--- src/rtl/asd_pkg.sv ---
// Notes on behaviour
// Addressed call, CB 0, I4 0, nonzero address: drive I3..I0 out, reply inputs.
// Addressed call, CB 0, I4 1, nonzero address: drive parameter bits, reply parameter.
// At address zero, CB 0 to address zero stores I4..I0 as address, reply 6.
// At address zero, CB 1, address zero, I4 0 stores extended ID 1, reply 0.
// Addressed CB 1, I4 0, I2..I0 zero clears the slave address, reply 0.
// Addressed CB 1, I4 I2 I1 I0 = 1100 resets the slave, reply 6.
// Addressed CB 1, I4 1, I2 0 reads IO config, ID, ext ID 1 or 2.
// Addressed CB 1, I4 I2 I1 I0 = 1110 replies with status bits.
// CB 1, address 11111, info 10101 is broadcast reset, never answered.
// At address zero, CB 1, address zero, info 11101 enters program mode silently.
// Program mode entry is ignored while program mode disable is set.
// Extended addressing: I3 carries select bit, direct or inverted per call type.
// Data and parameter calls only at nonzero address outside program mode.
// No data or parameter call for about 41 ms raises status LED A, or pulses chip_reset instead when the watchdog is enabled.
// With watchdog enabled, timer expiry triggers a complete chip reset.
// When configured, parameter pin 0 level enables the watchdog.
// Safety mode bypasses input filtering so inputs reach the reply after the two synchronizer stages only.
// Status LED B stays disabled after reset until configured on.
// Extended ID 1 can be write protected by a configuration bit.
// With protection set, reading extended ID 1 returns the protected value.
// Protection in extended addressing blocks bits 2..0 only, bit 3 stays writable.
// A configuration bit keeps the watchdog on regardless of parameter pin 0.
// Telegrams with bad parity or end bit are dropped without answer or effect.
package asd_pkg;

   // ************************************************************
   // Register map
   // ************************************************************
   localparam logic [7:0] OFS_CTRL  = 8'h00;
   localparam logic [7:0] OFS_CODES = 8'h04;
   localparam logic [7:0] OFS_STATE = 8'h08;

   // Control register bits
   localparam int CTRL_EXT_ADDR   = 0;
   localparam int CTRL_PROG_DIS   = 1;
   localparam int CTRL_WD_PIN     = 2;
   localparam int CTRL_WD_ACTIVE  = 3;
   localparam int CTRL_SAFETY     = 4;
   localparam int CTRL_LED_B_EN   = 5;
   localparam int CTRL_ID1_LOCK   = 6;
   localparam int CTRL_FILTER_EN  = 7;
   localparam logic [7:0] CTRL_RESET = 8'h00;

   // Codes register fields (low bit of each nibble)
   localparam int CODES_IO      = 0;
   localparam int CODES_ID      = 4;
   localparam int CODES_ID2     = 8;
   localparam int CODES_PROT_ID1 = 12;
   localparam int CODES_INVERT  = 16;
   localparam int CODES_STATUS  = 20;
   localparam logic [23:0] CODES_RESET = 24'h000000;

   // State register fields
   localparam int STATE_ADDR    = 0;
   localparam int STATE_ID1     = 8;
   localparam int STATE_PROG    = 12;
   localparam int STATE_NOEXCH  = 13;

   // ************************************************************
   // Telegram constants
   // ************************************************************
   localparam logic [3:0] RESP_ACK      = 4'h6;
   localparam logic [3:0] RESP_ZERO     = 4'h0;
   localparam logic [4:0] ADDR_ZERO     = 5'h00;
   localparam logic [4:0] BCAST_ADDR    = 5'h1f;
   localparam logic [4:0] BCAST_INFO    = 5'h15;
   localparam logic [4:0] PROGRAM_ENTRY_CALL_INFO     = 5'h1d;
   localparam logic [2:0] LOW_RESET     = 3'h4;
   localparam logic [2:0] LOW_STATUS    = 3'h6;
   localparam logic [3:0] PARAM_RESET   = 4'hf;
   localparam logic [3:0] DATA_RESET    = 4'h0;

   // ************************************************************
   // Timing
   // ************************************************************
   localparam int CLK_PERIOD_NS   = 8;
   localparam int TICK_NS         = 1000000;
   localparam int TICK_CYC        = TICK_NS / CLK_PERIOD_NS;
   localparam int COMM_TIMEOUT_MS = 41;
   localparam int TICK_W          = 24;
   localparam int TO_W            = 8;
   localparam int FILT_CYC        = 8;
   localparam int FILT_W          = 4;

   typedef enum logic {
      MODE_SLAVE   = 1'b0,
      MODE_PROGRAM = 1'b1
   } asd_mode_t;

   typedef struct packed {
      logic       st;
      logic       cb;
      logic [4:0] addr;
      logic [4:0] info;
      logic       pb;
      logic       eb;
   } asd_req_t;

   typedef struct packed {
      logic [3:0] data;
      logic       pb;
   } asd_resp_t;

   typedef struct packed {
      logic [3:0]        din_s1;
      logic [3:0]        din_s2;
      logic              p0_s1;
      logic              p0_s2;
      logic [3:0]        din_filt;
      logic [FILT_W-1:0] filt_cnt;
      logic [4:0]        slave_addr;
      logic [3:0]        ext_id1;
      asd_mode_t         mode;
      logic              no_exch;
      logic [TICK_W-1:0] tick_cnt;
      logic [TO_W-1:0]   to_cnt;
      logic [7:0]        ctrl;
      logic [23:0]       codes;
      logic [3:0]        data_out;
      logic              data_strobe;
      logic [3:0]        param_out;
      logic              param_strobe;
      logic              resp_valid;
      asd_resp_t         resp;
      logic              slave_reset;
      logic              chip_reset;
      logic              led_b;
      logic              pready;
      logic [31:0]       prdata;
      logic              pslverr;
   } asd_state_t;

endpackage : asd_pkg

--- src/rtl/asd_call_decoder.sv ---
`timescale 1ns/1ps
module asd_call_decoder
   import asd_pkg::*;
#(
   parameter int TICK_CYCLES   = asd_pkg::TICK_CYC,
   parameter int TIMEOUT_TICKS = asd_pkg::COMM_TIMEOUT_MS
) (
   input  wire logic        pclk,          // System clock, 125 MHz
   input  wire logic        presetn,       // Asynchronous reset, active low
   input  wire logic        psel,          // APB select
   input  wire logic        penable,       // APB enable
   input  wire logic        pwrite,        // APB direction
   input  wire logic [7:0]  paddr,         // APB byte address
   input  wire logic [31:0] pwdata,        // APB write data
   output logic      [31:0] prdata,        // APB read data
   output logic             pready,        // APB ready
   output logic             pslverr,       // APB error on unmapped address
   input  wire logic        req_valid,     // One-cycle strobe, request received
   input  wire asd_req_t    req,           // Received request telegram
   output logic             resp_valid,    // One-cycle strobe, response to send
   output asd_resp_t        resp,          // Response nibble and parity
   input  wire logic [3:0]  din,           // Data input pins
   input  wire logic        param_pin0,    // Parameter pin 0 level
   output logic      [3:0]  data_out,      // Data output port
   output logic             data_strobe,   // Pulse on data exchange
   output logic      [3:0]  param_out,     // Parameter output port
   output logic             param_strobe,  // Pulse on parameter write
   output logic             status_led_a,  // No data or parameter exchange
   output logic             status_led_b,  // Communication good, when enabled
   output logic             program_mode,  // Program mode active
   output logic             slave_reset,   // Pulse on slave or broadcast reset
   output logic             chip_reset     // Pulse on watchdog expiry
);

   asd_state_t r;
   asd_state_t n;

   // ************************************************************
   // Request decode
   // ************************************************************
   logic       tel_ok;
   logic       ext;
   logic       sel;
   logic       addr_hit;
   logic       at_zero;
   logic       in_prog;
   logic       sel_ok;
   logic       nsel_ok;
   logic       data_exchange_call;
   logic       parameter_write_call;
   logic       address_assign_call;
   logic       ext_id1_write_call;
   logic       address_delete_call;
   logic       bcast;
   logic       program_entry_call;
   logic       rst_call;
   logic       rd_call;
   logic       status_read_call;
   logic       wd_en;
   logic       tick;
   logic [3:0] din_eff;
   logic [3:0] id1_view;
   logic [3:0] rd_val;
   logic       setup;
   logic       wr_acc;
   logic       mapped;
   logic [31:0] rd_mux;

   assign tel_ok  = req_valid & ~req.st & req.eb
                    & ~(^{req.cb, req.addr, req.info, req.pb});
   assign ext     = r.ctrl[CTRL_EXT_ADDR];
   assign sel     = ext & r.ext_id1[3];
   assign addr_hit = (req.addr == r.slave_addr);
   assign at_zero = (r.slave_addr == ADDR_ZERO);
   assign in_prog = (r.mode == MODE_PROGRAM);
   assign sel_ok  = (req.info[3] == sel);
   assign nsel_ok = (req.info[3] == ~sel);

   // Data and parameter calls need a live address outside program mode
   assign data_exchange_call = tel_ok & ~req.cb & addr_hit & ~at_zero & ~in_prog
                 & ~req.info[4] & (~ext | nsel_ok);
   assign parameter_write_call = tel_ok & ~req.cb & addr_hit & ~at_zero & ~in_prog
                 & req.info[4] & (~ext | nsel_ok);
   assign address_assign_call = tel_ok & ~req.cb & at_zero & ~in_prog
                 & (req.addr == ADDR_ZERO);
   assign ext_id1_write_call = tel_ok & req.cb & at_zero & ~in_prog
                 & (req.addr == ADDR_ZERO) & ~req.info[4];
   assign address_delete_call = tel_ok & req.cb & addr_hit & ~at_zero & ~req.info[4]
                 & (req.info[2:0] == 3'h0) & sel_ok;
   assign bcast = tel_ok & req.cb & (req.addr == BCAST_ADDR)
                  & (req.info == BCAST_INFO);
   assign program_entry_call = tel_ok & req.cb & at_zero & (req.addr == ADDR_ZERO)
                 & (req.info == PROGRAM_ENTRY_CALL_INFO)
                 & ~r.ctrl[CTRL_PROG_DIS];
   assign rst_call = tel_ok & req.cb & addr_hit & req.info[4]
                     & (req.info[2:0] == LOW_RESET) & nsel_ok;
   assign rd_call = tel_ok & req.cb & addr_hit & req.info[4]
                    & ~req.info[2] & sel_ok;
   assign status_read_call = tel_ok & req.cb & addr_hit & req.info[4]
                 & (req.info[2:0] == LOW_STATUS) & nsel_ok;

   // Safety mode skips the debounce stage entirely
   assign din_eff = (r.ctrl[CTRL_SAFETY] | ~r.ctrl[CTRL_FILTER_EN])
                    ? (r.din_s2 ^ r.codes[CODES_INVERT +: 4])
                    : (r.din_filt ^ r.codes[CODES_INVERT +: 4]);

   // Protected value stands in for reads; bit 3 stays the live select in ext mode
   assign id1_view = ~r.ctrl[CTRL_ID1_LOCK] ? r.ext_id1
                     : ext ? {r.ext_id1[3], r.codes[CODES_PROT_ID1 +: 3]}
                     : r.codes[CODES_PROT_ID1 +: 4];

   always_comb begin
      unique case (req.info[1:0])
         2'b00:   rd_val = r.codes[CODES_IO +: 4];
         2'b01:   rd_val = r.codes[CODES_ID +: 4];
         2'b10:   rd_val = id1_view;
         2'b11:   rd_val = r.codes[CODES_ID2 +: 4];
      endcase
   end

   assign wd_en = r.ctrl[CTRL_WD_ACTIVE]
                  | (r.ctrl[CTRL_WD_PIN] & r.p0_s2);
   assign tick  = (r.tick_cnt == TICK_W'(TICK_CYCLES - 1));

   // ************************************************************
   // APB slave
   // ************************************************************
   assign setup  = psel & ~penable;
   assign wr_acc = psel & penable & r.pready & pwrite & ~r.pslverr;
   assign mapped = (paddr == OFS_CTRL) | (paddr == OFS_CODES) | (paddr == OFS_STATE);

   always_comb begin
      rd_mux = 32'h00000000;
      if (paddr == OFS_CTRL) begin
         rd_mux[7:0] = r.ctrl;
      end else if (paddr == OFS_CODES) begin
         rd_mux[23:0] = r.codes;
      end else if (paddr == OFS_STATE) begin
         rd_mux[STATE_ADDR +: 5] = r.slave_addr;
         rd_mux[STATE_ID1 +: 4]  = r.ext_id1;
         rd_mux[STATE_PROG]      = in_prog;
         rd_mux[STATE_NOEXCH]    = r.no_exch;
      end
   end

   // ************************************************************
   // Next state
   // ************************************************************
   always_comb begin
      n = r;
      n.data_strobe  = 1'b0;
      n.param_strobe = 1'b0;
      n.resp_valid   = 1'b0;
      n.slave_reset  = 1'b0;
      n.chip_reset   = 1'b0;

      n.din_s1 = din;
      n.din_s2 = r.din_s1;
      n.p0_s1  = param_pin0;
      n.p0_s2  = r.p0_s1;

      // Debounce: a new level must hold FILT_CYC cycles before it is taken
      if (r.din_s2 == r.din_filt) begin
         n.filt_cnt = '0;
      end else if (r.filt_cnt == FILT_W'(FILT_CYC - 1)) begin
         n.din_filt = r.din_s2;
         n.filt_cnt = '0;
      end else begin
         n.filt_cnt = r.filt_cnt + FILT_W'(1);
      end

      n.pready  = setup;
      n.pslverr = setup & ~mapped;
      n.prdata  = (setup & ~pwrite) ? rd_mux : 32'h00000000;
      if (wr_acc) begin
         if (paddr == OFS_CTRL) begin
            n.ctrl = pwdata[7:0];
         end else if (paddr == OFS_CODES) begin
            n.codes = pwdata[23:0];
         end else begin
            n.slave_addr = pwdata[STATE_ADDR +: 5];
            n.ext_id1    = pwdata[STATE_ID1 +: 4];
         end
      end

      // Communication monitor on a 1 ms enable
      n.tick_cnt = tick ? '0 : r.tick_cnt + TICK_W'(1);
      if (data_exchange_call | parameter_write_call) begin
         n.to_cnt  = '0;
         n.no_exch = 1'b0;
      end else if (tick & ~r.no_exch) begin
         if (r.to_cnt == TO_W'(TIMEOUT_TICKS - 1)) begin
            n.to_cnt  = '0;
            n.no_exch = 1'b1;
            if (wd_en) begin
               n.chip_reset = 1'b1;
               n.no_exch    = 1'b0;
               n.data_out   = DATA_RESET;
               n.param_out  = PARAM_RESET;
               n.mode       = MODE_SLAVE;
            end
         end else begin
            n.to_cnt = r.to_cnt + TO_W'(1);
         end
      end

      // Calls override a same-cycle register write
      if (data_exchange_call) begin
         n.data_out    = ext ? {r.data_out[3], req.info[2:0]} : req.info[3:0];
         n.data_strobe = 1'b1;
         n.resp_valid  = 1'b1;
         n.resp.data   = din_eff;
      end
      if (parameter_write_call) begin
         n.param_out    = ext ? {r.param_out[3], req.info[2:0]} : req.info[3:0];
         n.param_strobe = 1'b1;
         n.resp_valid   = 1'b1;
         n.resp.data    = ext ? {r.param_out[3], req.info[2:0]} : req.info[3:0];
      end
      if (address_assign_call) begin
         n.slave_addr = req.info;
         n.resp_valid = 1'b1;
         n.resp.data  = RESP_ACK;
      end
      if (ext_id1_write_call) begin
         if (~r.ctrl[CTRL_ID1_LOCK]) begin
            n.ext_id1 = req.info[3:0];
         end else if (ext) begin
            n.ext_id1 = {req.info[3], r.ext_id1[2:0]};
         end
         n.resp_valid = 1'b1;
         n.resp.data  = RESP_ZERO;
      end
      if (address_delete_call) begin
         n.slave_addr = ADDR_ZERO;
         n.resp_valid = 1'b1;
         n.resp.data  = RESP_ZERO;
      end
      if (rst_call | bcast) begin
         n.data_out    = DATA_RESET;
         n.param_out   = PARAM_RESET;
         n.mode        = MODE_SLAVE;
         n.slave_reset = 1'b1;
         n.resp_valid  = rst_call;
         n.resp.data   = RESP_ACK;
      end
      if (rd_call) begin
         n.resp_valid = 1'b1;
         n.resp.data  = rd_val;
      end
      if (status_read_call) begin
         n.resp_valid = 1'b1;
         n.resp.data  = r.codes[CODES_STATUS +: 4];
      end
      unique case (r.mode)
         MODE_SLAVE: begin
            if (program_entry_call) begin
               n.mode = MODE_PROGRAM;
            end
         end
         MODE_PROGRAM: begin
         end
      endcase
      n.resp.pb = ^n.resp.data;
      n.led_b   = n.ctrl[CTRL_LED_B_EN] & ~n.no_exch;
   end

   // ************************************************************
   // State register
   // ************************************************************
   always_ff @(posedge pclk or negedge presetn) begin
      if (!presetn) begin
         r            <= '0;
         r.mode       <= MODE_SLAVE;
         r.ctrl       <= CTRL_RESET;
         r.codes      <= CODES_RESET;
         r.data_out   <= DATA_RESET;
         r.param_out  <= PARAM_RESET;
      end else begin
         r <= n;
      end
   end

   assign prdata       = r.prdata;
   assign pready       = r.pready;
   assign pslverr      = r.pslverr;
   assign resp_valid   = r.resp_valid;
   assign resp         = r.resp;
   assign data_out     = r.data_out;
   assign data_strobe  = r.data_strobe;
   assign param_out    = r.param_out;
   assign param_strobe = r.param_strobe;
   assign status_led_a = r.no_exch;
   assign status_led_b = r.led_b;
   assign program_mode = (r.mode == MODE_PROGRAM);
   assign slave_reset  = r.slave_reset;
   assign chip_reset   = r.chip_reset;

endmodule : asd_call_decoder

--- config.mk ---
export PLATFORM = sky130hd
export DESIGN_NAME = asd_call_decoder
export DESIGN_NICKNAME = d
export VERILOG_FILES = /design/src/rtl/asd_pkg.sv /design/src/rtl/asd_call_decoder.sv
export SDC_FILE = /design/constraint.sdc
export NUM_CORES = 1
export LEC_CHECK = 0
export BUFFER_PORTS_ARGS = -buffer_cell sky130_fd_sc_hd__buf_2
export CAP_MARGIN = 20
export CORE_MARGIN = 1.5
export CORE_UTILIZATION = 52
export DETAILED_ROUTE_END_ITERATION = 10
export GPL_ROUTABILITY_DRIVEN = 0
export GPL_TIMING_DRIVEN = 0
export PLACE_DENSITY = 0.77
export SETUP_SLACK_MARGIN = 0.2
export SYNTH_ARGS = -nofsm -noshare
export SYNTH_HDL_FRONTEND = slang
export SYNTH_SLANG_ARGS = --single-unit
export TNS_END_PERCENT = 50
--- constraint.sdc ---
create_clock -name pclk -period 5.55 [get_ports pclk]
set_input_delay 0.2775 -clock pclk [delete_from_list [all_inputs] [get_ports pclk]]
set_output_delay 0.2775 -clock pclk [all_outputs]
set_load 0.03 [all_outputs]
# After elaboration in Yosys (flattened, before gate mapping)
# Cells that the tools add are included.
totals:
  out_inout_bits: 55
  reg_bits: 138
  in_bits: 65
op_classes:
  n_eq_ne: 23
  add_sub_neg: 3
  bitwise: 75
  n_mux: 65
  n_reduce_logical: 22
op_table:
  columns: ["cell", "count"]
  rows:
  - ["$mux 24", 4]
  - ["$mux 4", 20]
  - ["$mux 5", 12]
  - ["$and 1x1->1", 47]
  - ["$mux 8", 4]
  - ["$mux 30", 1]
  - ["$mux 9", 3]
  - ["$add 24x1->24 const B", 1]
  - ["$eq 24x17->1 const B", 1]
  - ["$reduce_bool 3->1", 7]
  - ["$mux 10", 2]
  - ["$not 1->1", 19]
  - ["$mux 6", 3]
  - ["$mux 16", 1]
  - ["$pmux 4 s4", 1]
  - ["$eq 5x5->1 const B", 3]
  - ["$reduce_xor 12->1", 1]
  - ["$logic_not 5->1", 2]
  - ["$mux 1", 10]
  - ["$ne 3x2->1 const B", 3]
  - ["$ne 3x3->1 const B", 3]
  - ["$add 8x1->8 const B", 1]
  - ["$eq 8x3->1 const B", 1]
  - ["$eq 8x4->1 const B", 1]
  - ["22 further kinds", 37]

# Logic depth before layout (Yosys ltp)
depth:
  depth_word: 20
  depth_mapped: 11

# Worst setup path after synthesis
# No wires, ideal clock.
synth_path:
  path_type: "input -> register"
  from: "in req[9] in the netlist's numbering"
  to: "reg r (netlist bit resp[0])"
  arrival_time_ns: 2.809
  path_stages: 11
  required_ns: 5.415
  slack_ns: 2.606
  n_path_buf: 1
  path_cell_list: "inv_1 -> ha_1 -> xnor2_1 -> xnor3_1 -> xnor2_2 -> nand2b_1 -> buf_4 -> or4_1 -> o221a_2 -> xor2_1 -> xor3_1"
synth_rtl:
  columns: ["item", "line_no", "text"]
  rows:
  - ["from (decl)", "asd_call_decoder.sv:19", "input wire asd_req_t req,"]
  - ["to (signal assigned)", "asd_call_decoder.sv:280", "r <= n;"]
  - ["to (decl)", "asd_call_decoder.sv:35", "asd_state_t r;"]

==> summary.md <==
| Metric | Value |
|---|---|
| DRC viols | 0 |
| #FFs+latches synth | 138 |
| Cell family with most CP delay | simple AND/OR/NAND/NOR gates |
| WL/cell | 16.89 um |
| Clock network fraction of total power | 43.5% |
| Flop-to-flop setup slack | 2420 ps |
| EDFF count, synth | 0 |
| Crit path kind | flop to flop |
| Max-cap viol count | 0 |
| Initial Utilization | 53.73% |
| Share of post-route cells with drive strength above 1 | 32.54% |
| Nets | 819 |
| Gr usage total | 24.28% |
| Leak pwr | 4.144 nW |
| Area growth syn-to-layout | 21.57% |
| Max rail drop VDD | 0.1781 mV |
| Site row count | 41 |
| Tightest Hold Check Type | input pin to flop |
| Placed Cells | 893 |
| Vias per inst | 5.504 |
| Crit path arrival time | 3420 ps |
| IO Pins | 120 |
| Final setup vio count | 0 |
| Switching share of power | 25.49% |
| Synth Instances | 612 |
| Clk_lat worst skew | 430 ps |
| Finished Layout Cells | 931 |
| Fmax | 319.7 MHz |
| Core area | 12770 um2 |
| CTS root buffer | clkbuf_16 |
| Port Buf Inserts | 99 |
| Most used flip-flop cell after synthesis | dfrtp_1 |
| Detailed Routing Iterations Pass 1 | 5 |
| Setup Buffers After CTS | 0 |
| Slowest cell on the critical path | a2111oi_2 |
| Min Tclk post-route | 3128 ps |
| CTS tree | done |
| Total wire length | 15730 um |
| Die Wd | 117.9 um |
| Synth cell types | 66 |
| First-pass GRT wire length | 26360 um |
| Clock sink total | 138 |
| Reg clk slew, reported paths | 60 ps |
| Synth warnings | 0 |
| Fin util | 65.31% |
| Clock Path Buffers | 2 |
| Worst clock skew | 7.053 ps |
| DR vias | 5124 |
| RSZ-0062 raised after global routing | no |
| H-Tree Level Count | 4 |
| Share of power burned in registers | 41.6% |
| Grt ovf | 0 |
| CP Max Fanout | 10 |
| Worst path max stage delay | 490 ps |
| Syn avg cell area | 11.21 um2 |
| Worst Path Required | 5840 ps |
| Diodes inserted | 0 |
| Dpl hpwl | 11370 um |
| Crit start category | flop |
| Sequential cell area | 3458 um2 |
| WHS | 83.32 ps |
| Register area share after synthesis | 50.39% |
| PD cells | 331.5 nW/um2 |
| Vias in the first global route | 5143 |
| Tightest Pin Transition | 799.6 ps |
| Sw Pwr | 0.7049 mW |
| Die area | 13900 um2 |
| Run status | finished, final reports clean |
| Slew headroom | 46.28% |
| Fillers | 976 |
| CTS Buf Count | 17 |
| Final Cycle Share | 56.36% |
| Final hold viol count | 0 |
| Ys async rst share | 100.0% |
| Number of DRC markers in iteration 0 | 389 |
| Design Power | 2.766 mW |
| Crit-path cells | buf_2, and3b_2, or3_1, or4_4, a2111oi_2, nand3b_1, nor3_1, a21bo_2, xor3_1 |
| Share of total power in combinational logic | 14.8% |
| Setup TNS | 0 ps |
| Mapped cell area | 6863 um2 |
| Buf+Inv Stages, Crit Path | 1 |
| Largest net degree at the start of global routing | 73 |
| Worst setup EP type | flop |
| Total internal power | 2.061 mW |
| DRT antenna net count | 0 |
| Multi-input logic area | 2934 um2 |
| Initial antenna violation count | 0 |
| Pins over their slew limit | 0 |
| Die H | 117.9 um |
==> metrics by stage <==
stage	cell area [um2]	setup WS, ps
2_1_floorplan	6889	2606
3_3_place_gp	7600	2230
3_5_place_dp	7646	2130
5_1_grt	8343	2263
4_1_cts	8343	2455
6_report	8343	2422
==> flip-flops by register name (all words and copies together), names as in the netlist <==
| name | cells |
|---|---|
| pready | 1 |
| data_out | 4 |
| param_strobe | 1 |
| program_mode | 1 |
| resp_valid | 1 |
| pslverr | 1 |
| n | 5 |
| chip_reset | 1 |
| data_strobe | 1 |
| status_led_a | 1 |
| status_led_b | 1 |
| resp | 5 |
| r | 85 |
| prdata | 24 |
| ext | 1 |
| param_out | 4 |
| slave_reset | 1 |
==> final timing paths <==
| path | from | to | cells past startpoint |
|---|---|---|---|
| worst min register to register | n[139] | r[139] | 0 |
| min in group asynchronous | presetn | prdata[8] | 2 |
| max in group asynchronous | presetn | r[104] | 3 |
| worst max-delay path | ext | resp[0] | 9 |
| worst max register to register | ext | resp[0] | 9 |
| worst min-delay path | pwdata[14] | r[67] | 2 |
==> power groups by stage <==
stage	Sequential [mW]	Combinational, mW	Clock [mW]
2_1_floorplan	1.15	0.294	0
3_3_place_gp	1.16	0.382	0
4_1_cts	1.15	0.410	1.22
3_5_place_dp	1.17	0.403	0
5_1_grt	1.16	0.452	1.27
6_report	1.15	0.410	1.20
==> logic make-up after synthesis <==
logic type | share of synthesized area [%]
simple gates | 15.73
flops | 50.39
buf+inv | 7.238
compound gates | 8.150
mux | 10.32
xor+xnor | 6.655
fa+ha+maj | 1.459
other cells | 0.05464
==> cell type report <==
| type | instances | area share [%] |
|---|---|---|
| multi-input cells | 402 | 35.17 |
| inverters | 17 | 0.7648 |
| flip-flops and latches | 138 | 41.45 |
| clock buffers | 20 | 5.594 |
| repair buffers | 108 | 7.214 |
| well taps | 172 | 2.579 |
| clock inverters | 12 | 2.040 |
| plain buffers | 62 | 5.189 |
==> repair_timing <==
item / CTS / global route
hold endpoints to repair: 67 / 0
hold buffers: 6 / 0
gates resized for setup: 0 / 0
==> cell usage after synthesis (2+ instances only) <==
master       n  area, um2
inv_1       16      60.06
nand4b_1     2      17.52
a21bo_2      2      20.02
and3b_1      2      17.52
and2_1      13      81.33
o22ai_1      2      12.51
a2111oi_0    2      17.52
mux4_1       2      52.55
nand4_1      7      43.79
and4_1       2      17.52
mux2_2      40      450.4
or2_2        2      12.51
or3_1        9      56.30
nor3_1      10      50.05
or4_1        2      15.01
dfrtp_1    134       3353
o21ai_0     18      90.09
dfstp_2      4      105.1
nand2b_1     3      18.77
nand3_1     22      110.1
o32ai_1      2      17.52
a21o_1       5      37.54
mux2i_1     16      160.2
nor4b_1      3      26.28
nand2_1     33      123.9
xor2_1      18      157.7
a21oi_1     13      65.06
buf_1        2      7.510
a22o_1       7      61.31
o221a_2      5      56.30
nor2_1      45      168.9
buf_6        3      33.78
nand3b_1     6      45.04
buf_4       47      352.8
a31oi_1     10      62.56
xnor2_1     27      236.5
nor4_1      11      68.82
ha_1         8      100.1
nor3b_1      2      15.01
nor4bb_1     2      20.02
and3_1      10      62.56
nor2b_1     10      62.56
mux4_2       2      45.04
clkbuf_1     9      33.78
==> routing by layer <==
| layer | vias to the layer above | share of wire [%] | global-route usage, % |
|---|---|---|---|
| met5 | - | 0 | 0 |
| met4 | 0 | 1.7 | 7.698 |
| met3 | 29 | 7.0 | 6.831 |
| met2 | 204 | 47 | 37.94 |
| met1 | 2493 | 44 | 32.96 |
| li1 | 2398 | - | - |
==> worst reg2reg max path: stages (launching register included) <==
cell and delay, ps:
dfrtp_1 350, buf_2 190, and3b_2 250, or3_1 350, or4_4 430, a2111oi_2 490, nand3b_1 200, nor3_1 80
a21bo_2 250, xor3_1 390
==> cell usage in the layout, fill, tap and decap left out, types with 13 or more instances in the layout <==
cell | Yosys | final
a21oi_1 | 13 | 13
and2_1 | 13 | 13
buf_2 | 1 | 100
buf_4 | 47 | 48
clkbuf_16 | 0 | 17
dfrtp_1 | 134 | 134
inv_1 | 16 | 16
mux2_2 | 40 | 40
mux2i_1 | 16 | 16
nand2_1 | 33 | 33
nand3_1 | 22 | 22
nor2_1 | 45 | 45
o21ai_0 | 18 | 18
xnor2_1 | 27 | 27
xor2_1 | 18 | 18
Note: power is estimated with default switching activity, not from simulation.
